**config.mk**
```make
export PLATFORM = sky130hd
export DESIGN_NAME = pdv_regs
export DESIGN_NICKNAME = d
export VERILOG_FILES = /design/src/hw/pdv_pkg.sv /design/src/hw/pdv_field_reg.sv /design/src/hw/pdv_regs.sv
export SDC_FILE = /design/constraint.sdc
export NUM_CORES = 1
export LEC_CHECK = 0
export BUFFER_PORTS_ARGS = -buffer_cell sky130_fd_sc_hd__buf_2
export CAP_MARGIN = 20
export CORE_UTILIZATION = 49
export CTS_CLUSTER_SIZE = 40
export DETAILED_ROUTE_END_ITERATION = 8
export GPL_TIMING_DRIVEN = 0
export PLACE_DENSITY = 0.88
export RECOVER_POWER = 100
export SETUP_SLACK_MARGIN = 0.3
export SYNTH_ARGS = -nofsm -noshare
export SYNTH_HDL_FRONTEND = slang
export SYNTH_HIERARCHICAL = 1
export SYNTH_SLANG_ARGS = --single-unit
```
**constraint.sdc**
```tcl
create_clock -name clk -period 2.2 [get_ports clk]
set_clock_uncertainty 0.1 [all_clocks]
set_input_delay 0.44 -clock clk [delete_from_list [all_inputs] [get_ports clk]]
set_output_delay 0.44 -clock clk [all_outputs]
set_load 0.02 [all_outputs]
```
**src/hw/pdv_pkg.sv**
```systemverilog
// Package for the panel detect / common voltage limit register bank.
// Assumes a single 100 MHz clock and an internal byte-wide register port.
package pdv_pkg;

	// Register addresses on the internal port
	localparam logic [7:0] ADDR_THRESHOLD = 8'h11;
	localparam logic [7:0] ADDR_DELAY = 8'h12;
	localparam logic [7:0] ADDR_COMMON_VOLTAGE_UPPER_LIMIT_LIMIT = 8'h13;
	localparam logic [7:0] ADDR_CONTROL = 8'hFF;

	// Field layout
	localparam int FIELD_W = 4;
	localparam int CTRL_TRIGGER_BIT = 7;
	localparam int CTRL_READ_SRC_BIT = 0;
	localparam logic [3:0] UPPER_ZERO = 4'h0;
	localparam logic [5:0] CTRL_GAP_ZERO = 6'h00;
	localparam logic [7:0] UNMAPPED_READ = 8'h00;

	// Power-on default codes
	localparam logic [3:0] THRESHOLD_RESET = 4'h0;
	localparam logic [3:0] DELAY_RESET = 4'h2;
	localparam logic [3:0] COMMON_VOLTAGE_UPPER_LIMIT_LIMIT_RESET = 4'h7;

	// Code decoding
	localparam logic [3:0] THR_UNDERVOLTAGE_LOCKOUT_CODE = 4'h0;
	localparam logic [3:0] THR_TOP_CODE = 4'hB;
	localparam logic [4:0] THR_BASE_DV = 5'h13;
	localparam logic [4:0] THR_MAX_DV = 5'h1E;
	localparam logic [6:0] DELAY_STEP_MS = 7'h05;
	localparam logic [5:0] COMMON_VOLTAGE_UPPER_LIMIT_BASE_TENTHS = 6'h19;

	// Nonvolatile copy timing
	localparam int CLK_PERIOD_NS = 10;
	localparam int NV_PROGRAM_NS = 160;
	localparam int NV_PROGRAM_CYCLES = (NV_PROGRAM_NS + CLK_PERIOD_NS - 1) / CLK_PERIOD_NS;
	localparam int NV_CNT_W = 8;
	localparam logic [7:0] NV_LAST_COUNT = 8'(NV_PROGRAM_CYCLES - 1);

	// Stored codes of the three registers
	typedef struct packed {
		logic [3:0] threshold;
		logic [3:0] delay;
		logic [3:0] common_voltage_upper_limit_limit;
	} pdv_fields_s;

	// Decoded values for the analog consumers
	typedef struct packed {
		logic undervoltage_lockout_select;
		logic [4:0] threshold_dv;
		logic [6:0] delay_ms;
		logic [5:0] common_voltage_upper_limit_tenths;
	} pdv_levels_s;

	typedef enum logic [0:0] {
		NV_IDLE,
		NV_PROGRAM
	} pdv_nv_state_e;

endpackage

```
**src/hw/pdv_field_reg.sv**
```systemverilog
// One 4-bit field with a volatile working copy and a nonvolatile copy.
// Assumes write and copy strobes come from logic on the same clock.
`timescale 1ns/1ps

module pdv_field_reg #(
	parameter logic [3:0] RESET_CODE = 4'h0
) (
	// Clock, reset, enable
	input wire logic clk,
	input wire logic reset,
	input wire logic ce,
	// Control
	input wire logic wr_en,
	input wire logic [3:0] wdata,
	input wire logic nv_copy,
	// Stored codes
	output logic [3:0] vol_code,
	output logic [3:0] nv_code
);

	logic [3:0] next_vol_code;
	logic [3:0] next_nv_code;

	// Next values: write lands in the volatile copy, copy snapshots it
	always_comb begin
		next_vol_code = vol_code;
		next_nv_code = nv_code;
		if (wr_en) begin
			next_vol_code = wdata;
		end
		if (nv_copy) begin
			next_nv_code = vol_code;
		end
	end

	// Both copies load the power-on default
	always_ff @(posedge clk) begin
		if (reset) begin
			vol_code <= RESET_CODE;
			nv_code <= RESET_CODE;
		end else if (ce) begin
			vol_code <= next_vol_code;
			nv_code <= next_nv_code;
		end
	end

endmodule

```
**src/hw/pdv_regs.sv**
```systemverilog
// Supply-detect threshold, discharge delay and common voltage limit registers.
// Assumes the serial slave drives the register port on the same clock.
//
// Contract
// The threshold register at 11h can be written and read.
// The discharge start-up delay register at 12h can be written and read.
// The common voltage upper-limit register at 13h can be written and read.
// Bits 7-4 of the three registers ignore writes and read as zero.
// Threshold code 0 selects undervoltage lockout, 1-B give 2.0-3.0 V, C-F give 3.0 V.
// The delay code times 5 ms is the start-up delay of the discharge output.
// The limit code gives (2.5 + 0.1 x code)/8 of the analog supply.
// Each code is held and presented continuously, updated on the write cycle.
// A read-source bit picks the volatile (0) or nonvolatile (1) copy for reads.
// Setting the nonvolatile write bit copies all fields and clears itself when done.
`timescale 1ns/1ps

module pdv_regs (
	// Clock, reset, enable
	input wire logic clk,
	input wire logic reset,
	input wire logic ce,
	// Register port from the serial slave
	input wire logic reg_wr,
	input wire logic reg_rd,
	input wire logic [7:0] reg_addr,
	input wire logic [7:0] reg_wdata,
	output logic [7:0] reg_rdata,
	// Codes and decoded levels for the analog side
	output pdv_pkg::pdv_fields_s field_codes,
	output pdv_pkg::pdv_levels_s field_levels,
	// Control state
	output logic read_source_select,
	output logic nonvolatile_write_trigger
);

	pdv_pkg::pdv_fields_s vol;
	pdv_pkg::pdv_fields_s nv;
	logic [3:0] vol_thr;
	logic [3:0] vol_dly;
	logic [3:0] vol_common_voltage_upper_limit;
	logic [3:0] nv_thr;
	logic [3:0] nv_dly;
	logic [3:0] nv_common_voltage_upper_limit;
	pdv_pkg::pdv_levels_s next_levels;
	pdv_pkg::pdv_nv_state_e nv_state;
	pdv_pkg::pdv_nv_state_e next_nv_state;
	logic [7:0] nv_cnt;
	logic [7:0] next_nv_cnt;
	logic next_read_source_select;
	logic next_nonvolatile_write_trigger;
	logic nv_copy;
	logic [7:0] next_rdata;
	logic wr_thr;
	logic wr_dly;
	logic wr_common_voltage_upper_limit;
	logic wr_ctrl;
	logic set_trigger;

	// Address decode, gated by the enable so a frozen block takes nothing
	// threshold write decode
	assign wr_thr = ce && reg_wr && (reg_addr == pdv_pkg::ADDR_THRESHOLD);
	// delay write decode
	assign wr_dly = ce && reg_wr && (reg_addr == pdv_pkg::ADDR_DELAY);
	// limit write decode
	assign wr_common_voltage_upper_limit = ce && reg_wr && (reg_addr == pdv_pkg::ADDR_COMMON_VOLTAGE_UPPER_LIMIT_LIMIT);
	assign wr_ctrl = ce && reg_wr && (reg_addr == pdv_pkg::ADDR_CONTROL);
	assign set_trigger = wr_ctrl && reg_wdata[pdv_pkg::CTRL_TRIGGER_BIT];

	// Field storage; only the low nibble is passed, so upper bits are dropped
	// upper nibble discarded
	pdv_field_reg #(.RESET_CODE(pdv_pkg::THRESHOLD_RESET)) u_thr (
		.clk(clk),
		.reset(reset),
		.ce(ce),
		.wr_en(wr_thr),
		.wdata(reg_wdata[pdv_pkg::FIELD_W-1:0]),
		.nv_copy(nv_copy),
		.vol_code(vol_thr),
		.nv_code(nv_thr)
	);
	pdv_field_reg #(.RESET_CODE(pdv_pkg::DELAY_RESET)) u_dly (
		.clk(clk),
		.reset(reset),
		.ce(ce),
		.wr_en(wr_dly),
		.wdata(reg_wdata[pdv_pkg::FIELD_W-1:0]),
		.nv_copy(nv_copy),
		.vol_code(vol_dly),
		.nv_code(nv_dly)
	);
	pdv_field_reg #(.RESET_CODE(pdv_pkg::COMMON_VOLTAGE_UPPER_LIMIT_LIMIT_RESET)) u_common_voltage_upper_limit (
		.clk(clk),
		.reset(reset),
		.ce(ce),
		.wr_en(wr_common_voltage_upper_limit),
		.wdata(reg_wdata[pdv_pkg::FIELD_W-1:0]),
		.nv_copy(nv_copy),
		.vol_code(vol_common_voltage_upper_limit),
		.nv_code(nv_common_voltage_upper_limit)
	);

	// Gather the per-field copies; each carrier struct then has a single driver
	assign vol = {vol_thr, vol_dly, vol_common_voltage_upper_limit};
	assign nv = {nv_thr, nv_dly, nv_common_voltage_upper_limit};

	// Working codes go out straight from the field flip-flops
	// continuous code presentation
	assign field_codes = vol;

	// Decode of each code into the level the analog side needs
	always_comb begin
		next_levels = field_levels;
		// threshold code mapping
		next_levels.undervoltage_lockout_select = (vol.threshold == pdv_pkg::THR_UNDERVOLTAGE_LOCKOUT_CODE);
		if (vol.threshold == pdv_pkg::THR_UNDERVOLTAGE_LOCKOUT_CODE) begin
			next_levels.threshold_dv = 5'h00;
		end else if (vol.threshold > pdv_pkg::THR_TOP_CODE) begin
			next_levels.threshold_dv = pdv_pkg::THR_MAX_DV; // Saturates at 3.0 V
		end else begin
			next_levels.threshold_dv = pdv_pkg::THR_BASE_DV + 5'(vol.threshold);
		end
		// delay in 5 ms steps
		next_levels.delay_ms = 7'(vol.delay) * pdv_pkg::DELAY_STEP_MS;
		// limit in tenths of eighths
		next_levels.common_voltage_upper_limit_tenths = pdv_pkg::COMMON_VOLTAGE_UPPER_LIMIT_BASE_TENTHS + 6'(vol.common_voltage_upper_limit_limit);
	end

	always_ff @(posedge clk) begin
		if (reset) begin
			field_levels <= '0;
		end else if (ce) begin
			field_levels <= next_levels;
		end
	end

	// Control bits and the nonvolatile copy sequence
	// Writing 0 to the trigger while programming does not abort: a half copy
	// would leave the stored set inconsistent.
	always_comb begin
		next_nv_state = nv_state;
		next_nv_cnt = nv_cnt;
		next_read_source_select = read_source_select;
		next_nonvolatile_write_trigger = nonvolatile_write_trigger;
		nv_copy = 1'b0;
		// read source bit store
		if (wr_ctrl) begin
			next_read_source_select = reg_wdata[pdv_pkg::CTRL_READ_SRC_BIT];
		end
		case (nv_state)
			pdv_pkg::NV_IDLE: begin
				if (set_trigger) begin
					next_nv_state = pdv_pkg::NV_PROGRAM;
					next_nonvolatile_write_trigger = 1'b1;
					next_nv_cnt = 8'h00;
				end
			end
			pdv_pkg::NV_PROGRAM: begin
				if (nv_cnt == pdv_pkg::NV_LAST_COUNT) begin
					// copy then self clear
					nv_copy = ce;
					if (set_trigger) begin
						next_nv_cnt = 8'h00; // New request wins over the clear
					end else begin
						next_nonvolatile_write_trigger = 1'b0;
						next_nv_state = pdv_pkg::NV_IDLE;
					end
				end else begin
					next_nv_cnt = nv_cnt + 8'h01;
				end
			end
			default: begin
				next_nv_state = pdv_pkg::NV_IDLE;
				next_nonvolatile_write_trigger = 1'b0;
			end
		endcase
	end

	always_ff @(posedge clk) begin
		if (reset) begin
			nv_state <= pdv_pkg::NV_IDLE;
			nv_cnt <= 8'h00;
			read_source_select <= 1'b0;
			nonvolatile_write_trigger <= 1'b0;
		end else if (ce) begin
			nv_state <= next_nv_state;
			nv_cnt <= next_nv_cnt;
			read_source_select <= next_read_source_select;
			nonvolatile_write_trigger <= next_nonvolatile_write_trigger;
		end
	end

	// Read data, held until the next read so the slave can shift it out
	always_comb begin
		next_rdata = reg_rdata;
		if (reg_rd) begin
			case (reg_addr)
				// volatile or stored copy
				pdv_pkg::ADDR_THRESHOLD: begin
					next_rdata = {pdv_pkg::UPPER_ZERO, read_source_select ? nv.threshold : vol.threshold};
				end
				pdv_pkg::ADDR_DELAY: begin
					next_rdata = {pdv_pkg::UPPER_ZERO, read_source_select ? nv.delay : vol.delay};
				end
				pdv_pkg::ADDR_COMMON_VOLTAGE_UPPER_LIMIT_LIMIT: begin
					next_rdata = {pdv_pkg::UPPER_ZERO, read_source_select ? nv.common_voltage_upper_limit_limit : vol.common_voltage_upper_limit_limit};
				end
				pdv_pkg::ADDR_CONTROL: begin
					next_rdata = {nonvolatile_write_trigger, pdv_pkg::CTRL_GAP_ZERO, read_source_select};
				end
				default: begin
					next_rdata = pdv_pkg::UNMAPPED_READ;
				end
			endcase
		end
	end

	always_ff @(posedge clk) begin
		if (reset) begin
			reg_rdata <= 8'h00;
		end else if (ce) begin
			reg_rdata <= next_rdata;
		end
	end
endmodule

```
Yosys cells after proc, flatten, opt, wreduce, memory -nomap -nowiden
Index checks and enable logic that the tools add are counted.
W data, S select, Z words.
{"block": "op_classes", "multipliers": 1, "addsub": 3, "n_eq_ne": 8, "magnitude_cmp": 1, "muxes": 18, "n_reduce_logical": 14, "bitwise": 1}
{"cell": "$pmux W8 S4", "count": 1}
{"cell": "$eq A8 B5 Y1 const B", "count": 3}
{"cell": "$mux W8", "count": 2}
{"cell": "$pmux W8 S2", "count": 1}
{"cell": "$mux W4", "count": 3}
{"cell": "$reduce_and A2 Y1", "count": 6}
{"cell": "$mux W5", "count": 2}
{"cell": "$add A8 B1 Y8 const B", "count": 1}
{"cell": "$eq A8 B4 Y1 const B", "count": 1}
{"cell": "$eq A8 B8 Y1 const B", "count": 1}
{"cell": "$mul A4 B3 Y7 const B", "count": 1}
{"cell": "$mux W1", "count": 7}
{"cell": "$add A5 B4 Y6 const A", "count": 1}
{"cell": "$logic_and A1 B1 Y1", "count": 6}
{"cell": "$add A5 B4 Y5 const A", "count": 1}
{"cell": "$gt A4 B4 Y1 const B", "count": 1}
{"cell": "$logic_not A4 Y1", "count": 1}
{"cell": "$ne A2 B2 Y1 const B", "count": 2}
{"cell": "$pmux W1 S2", "count": 2}
{"cell": "$reduce_and A4 Y1", "count": 1}
{"cell": "$ne A2 B1 Y1 const B", "count": 1}
{"cell": "$not A1 Y1", "count": 1}
{"block": "totals", "out_inout_bits": 41, "inputBits": 21, "ff_bits": 62, "wordCells": 61}

Longest topological paths before layout
{"block": "depth", "depth_word": 6, "mapped_depth": 8}

Hierarchy
The synthesis kept the hierarchy.
{"module": "pdv_regs", "cells_each": 237, "seq_area_each_um2": 700.7, "instances": 1, "area_each_um2": 1981.9}
{"module": "pdv_field_reg at u_thr", "cells_each": 32, "seq_area_each_um2": 160.2, "instances": 1, "area_each_um2": 345.3}
{"module": "pdv_field_reg at u_dly", "cells_each": 31, "seq_area_each_um2": 160.2, "instances": 1, "area_each_um2": 319.1}
{"module": "pdv_field_reg at u_common_voltage_upper_limit", "cells_each": 28, "seq_area_each_um2": 160.2, "instances": 1, "area_each_um2": 312.8}

Worst setup path before layout
Ideal clock, no wire load.
{"block": "synth_timing", "path_kind": "input to register", "from": "in reg_addr[5]", "to": "reg u_common_voltage_upper_limit.vol_code[0]", "t_arrival_ns": 1.918, "stages": 6, "path_slack_ns": 0.063, "required_time_ns": 1.980, "path_cell_list": "or4b_1 -> nor3_4 -> nand3_1 -> nor2_1 -> nand2_2 -> a211o_1"}
{"block": "synth_between", "elab_chain_len": 3}
{"element": "start: declaration", "line_no": "pdv_regs.sv:25", "source": "input wire logic [7:0] reg_addr,"}
{"element": "$eq A8 B5 Y1", "line_no": "pdv_regs.sv:65", "source": "assign wr_common_voltage_upper_limit = ce && reg_wr && (reg_addr == pdv_pkg::ADDR_COMMON_VOLTAGE_UPPER_LIMIT_L ..."}
{"element": "$logic_and A1 B1 Y1", "line_no": "pdv_regs.sv:65"}
{"element": "via wr_common_voltage_upper_limit", "line_no": "pdv_regs.sv:55", "source": "logic wr_common_voltage_upper_limit;"}
{"element": "$reduce_and A2 Y1 (no line)"}
{"element": "end signal: assignment", "line_no": "pdv_field_reg.sv:42", "source": "vol_code <= next_vol_code;"}
{"element": "end: declaration", "line_no": "pdv_field_reg.sv:17", "source": "output logic [3:0] vol_code,"}
The timed path passes the listed nets, and every way through them passes these cells.
A chain may end at the register's enable or synchronous reset.

Worst setup path in the final report
{"block": "layout_timing", "from": "in reg_addr[6]", "to": "reg u_common_voltage_upper_limit.vol_code[1]"}
Same word-level chain as after synthesis.

==> flow_summary_export.csv <==
group,metric,value,unit
global_routing,first_global_vias,2570,
clock_tree,number_of_clock_buffers_inserted_by_tritoncts,9,
final_layout,fin_area,0.00358,mm^2
global_routing,overflow,0,
power_and_ir_drop,p_leak,1.36,nW
final_layout,diodes,0,
job,drv.max_cap_violation_count,0,
worst_setup_path,crit_path_max_fanout,4,
clock_tree,clk_pin_slew_worst_paths,0.08,ns
route,postRouteWirelength,7810,um
clock_tree,worstSkewPairLatency,0.35,ns
placed_design,routabilityCongestion,0.884,
yosys,postSynthAreaPerCell,9.02,um^2
route,number_of_antenna_violating_nets_in_the_routed_design,0,
floorplan,floorplan.initialDensity,52.1,%
final_layout,area_delta_synth_final,21.1,%
final_layout,layout.cells.most_common,"dfxtp_1",
final_layout,n_fill_cell,499,
worst_setup_path,crit_arrival,2.14,ns
floorplan,chipHeight,79.7,um
route,route.detailed.vias_per_inst,5.91,
floorplan,io-pin-count,62,
yosys,synth-seq-cells,59,
clock_tree,cts-htree-levels,3,
final_layout,finish.cell_count_without_fillers,475,
placed_design,place_inst,457,
power_and_ir_drop,vdd_ir_drop_max,0.000461,V
power_and_ir_drop,power_density,694,mW/mm^2
yosys,number_of_flops_mapped_to_enable_cells_by_yosys,0,
yosys,post_synth_num_cell_types,60,
sta,setup_repair_after_global_routing_missed_its_margin,"true",
floorplan,fp-row-count,27,
final_layout,layout.core_utilization,63.1,%
final_layout,nets,427,
route,drt-wirelength-per-cell,16.5,um
route,drtPass1Iterations,4,
sta,max-slew-margin-rel,60.5,%
global_routing,grt_first_pass_wirelength,12100,um
global_routing,grt_max_degree,24,
sta,setup_violations,0,
route,drc,0,
final_layout,layout-drive-gt1-share,17.6,%
placed_design,count_of_input_and_output_buffers,55,
sta,hold-worst-slack,0.292,ns
sta,period_minus_slack,1.99,ns
status,status,"finished clean",
global_routing,track_usage,25.6,%
route,drt-initial-drc-count,179,
worst_hold_path,hold_path_class,"in -> reg",
worst_setup_path,crit_type,"in -> reg",
sta,least_margin_pin_slew,0.592,ns
yosys,ys_async_sr_fraction,0,%
worst_setup_path,timing.critical_path.required,2.35,ns
worst_setup_path,endpoint_kind,"flop",
yosys,synthesis.instances,328,
clock_tree,clockRootBuffer,"clkbuf_8",
route,vias,2805,
clock_tree,hold_bufs_inserted_after_cts,0,
yosys,yosysWarningCount,6,
yosys,synth_flop_cell,"dfxtp_1",
yosys,seq_area_frac_synth,39.9,%
sta,fmaxAchievable,502,MHz
clock_tree,clock-sinks,59,
floorplan,fp.dieArea,0.00635,mm^2
floorplan,fp.dieW,79.7,um
placed_design,detailedPlacementHpwl,5630,um
floorplan,core_area,0.00568,mm^2
worst_setup_path,cp-start-kind,"input port",
sta,slew_violations,0,
clock_tree,tritoncts,"yes",
final_layout,layout_common_cells,"58 x dfxtp_1, 45 x clkbuf_1, 29 x mux2i_1",
clock_tree,ctsLongestPathBuffers,2,
sta,timing.setup.tns,0,ns
yosys,synthesis.area,0.00296,mm^2
sta,min_period_over_period,90.6,%
sta,hold_viol_final,0,
global_routing,antenna_found_initial,0,
placed_design,detailed_place.area,0.00335,mm^2
==> layer usage <==
| metal | up-vias | wire length [um] | part of all wire [%] | global-route usage (%) |
|---|---|---|---|---|
| met4 | 0 | 217 | 2.8 | 14.0 |
| met5 | - | 0 | 0 | 0 |
| met2 | 120 | 3680 | 47 | 39.7 |
| met1 | 1336 | 3350 | 43 | 31.5 |
| met3 | 20 | 563 | 7.2 | 7.77 |
| li1 | 1329 | - | - | - |
==> sequential cells by signal (all words and copies together), names as in the netlist <==
signal and count:
field_levels 19, nonvolatile_write_trigger 1, nv_cnt 8, nv_state 1, read_source_select 1, reg_rdata 5
u_common_voltage_upper_limit/nv_code 4, u_common_voltage_upper_limit/vol_code 4, u_dly/nv_code 4, u_dly/vol_code 4, u_thr/nv_code 4, u_thr/vol_code 4
==> worst paths after layout <==
kind                            slack (ns)                                       end                from  cells past startpoint
worst min register to register        0.37                              reg_rdata[2]        reg_rdata[2]                      2
worst max-delay path                  0.21  u_common_voltage_upper_limit/vol_code[1]         reg_addr[6]                      7
worst max register to register        0.25                              reg_rdata[2]  read_source_select                      6
worst min-delay path                  0.29  u_common_voltage_upper_limit/vol_code[3]        reg_wdata[3]                      3
==> layout make-up <==
class	count	area, um^2	area share, %
Multi-Input combinational cell	237	1650	46.1
Tap cell	72	90.1	2.51
Timing Repair Buffer	57	248	6.91
Buffer	19	106	2.97
Clock inverter	7	124	3.46
Clock buffer	9	124	3.46
Sequential cell	59	1180	33.0
Inverter	15	56.3	1.57
==> synth_stat cells, types with 6 or more instances <==
cell type | instances | area share [%]
dfxtp_1 | 59 | 40
nor2_1 | 30 | 3.8
mux2i_1 | 29 | 9.8
a21oi_1 | 20 | 3.4
nand2_1 | 18 | 2.3
nand2b_1 | 18 | 3.8
inv_1 | 15 | 1.9
nand3_1 | 12 | 2.0
clkbuf_1 | 8 | 1.0
nand4b_1 | 8 | 2.4
o21ai_0 | 8 | 1.4
a211o_1 | 7 | 2.1
ha_1 | 7 | 3.0
a211oi_1 | 6 | 1.5
and3_2 | 6 | 1.5
nor3_1 | 6 | 1.0
==> report_power, final <==
group	switching (mW)	total, mW	internal, mW
sequential	0.00699	1.09	1.08
combinational	0.103	0.157	0.0538
clock	0.482	1.24	0.761
==> stage by stage <==
step | power [mW] | worst slack (ns)
2_1_floorplan | 1.20 | 0.105
3_3_place_gp | 1.26 | -0.171
3_5_place_dp | 1.27 | -0.224
4_1_cts | 2.50 | 0.326
5_1_grt | 2.56 | 0.148
6_report | 2.49 | 0.208
==> critical path, stage by stage <==
cell	delay (ns)
clkbuf_1	0.09
or4b_4	0.54
nor3_4	0.20
nand3_4	0.15
nor2_1	0.30
nand2_2	0.14
a211o_1	0.27
==> kinds of logic after synthesis <==
kind of cell	count (synthesis)	share of synthesized area, %
compound gates	70	16.3
xor+xnor	2	0.592
fa+ha+maj	8	3.64
buf+inv	34	5.54
flops	59	39.9
mux	29	9.81
other cells	1	0.127
simple gates	125	24.1
==> timing repair <==
| action | 4_1_cts | 5_1_grt |
|---|---|---|
| pin swaps | 1 | 0 |
| setup buffers | 1 | 1 |
| gates cloned | 0 | 0 |
| gates resized for setup | 5 | 8 |
| setup endpoints to repair | 15 | 12 |
Power figures use the tool's default switching activity.
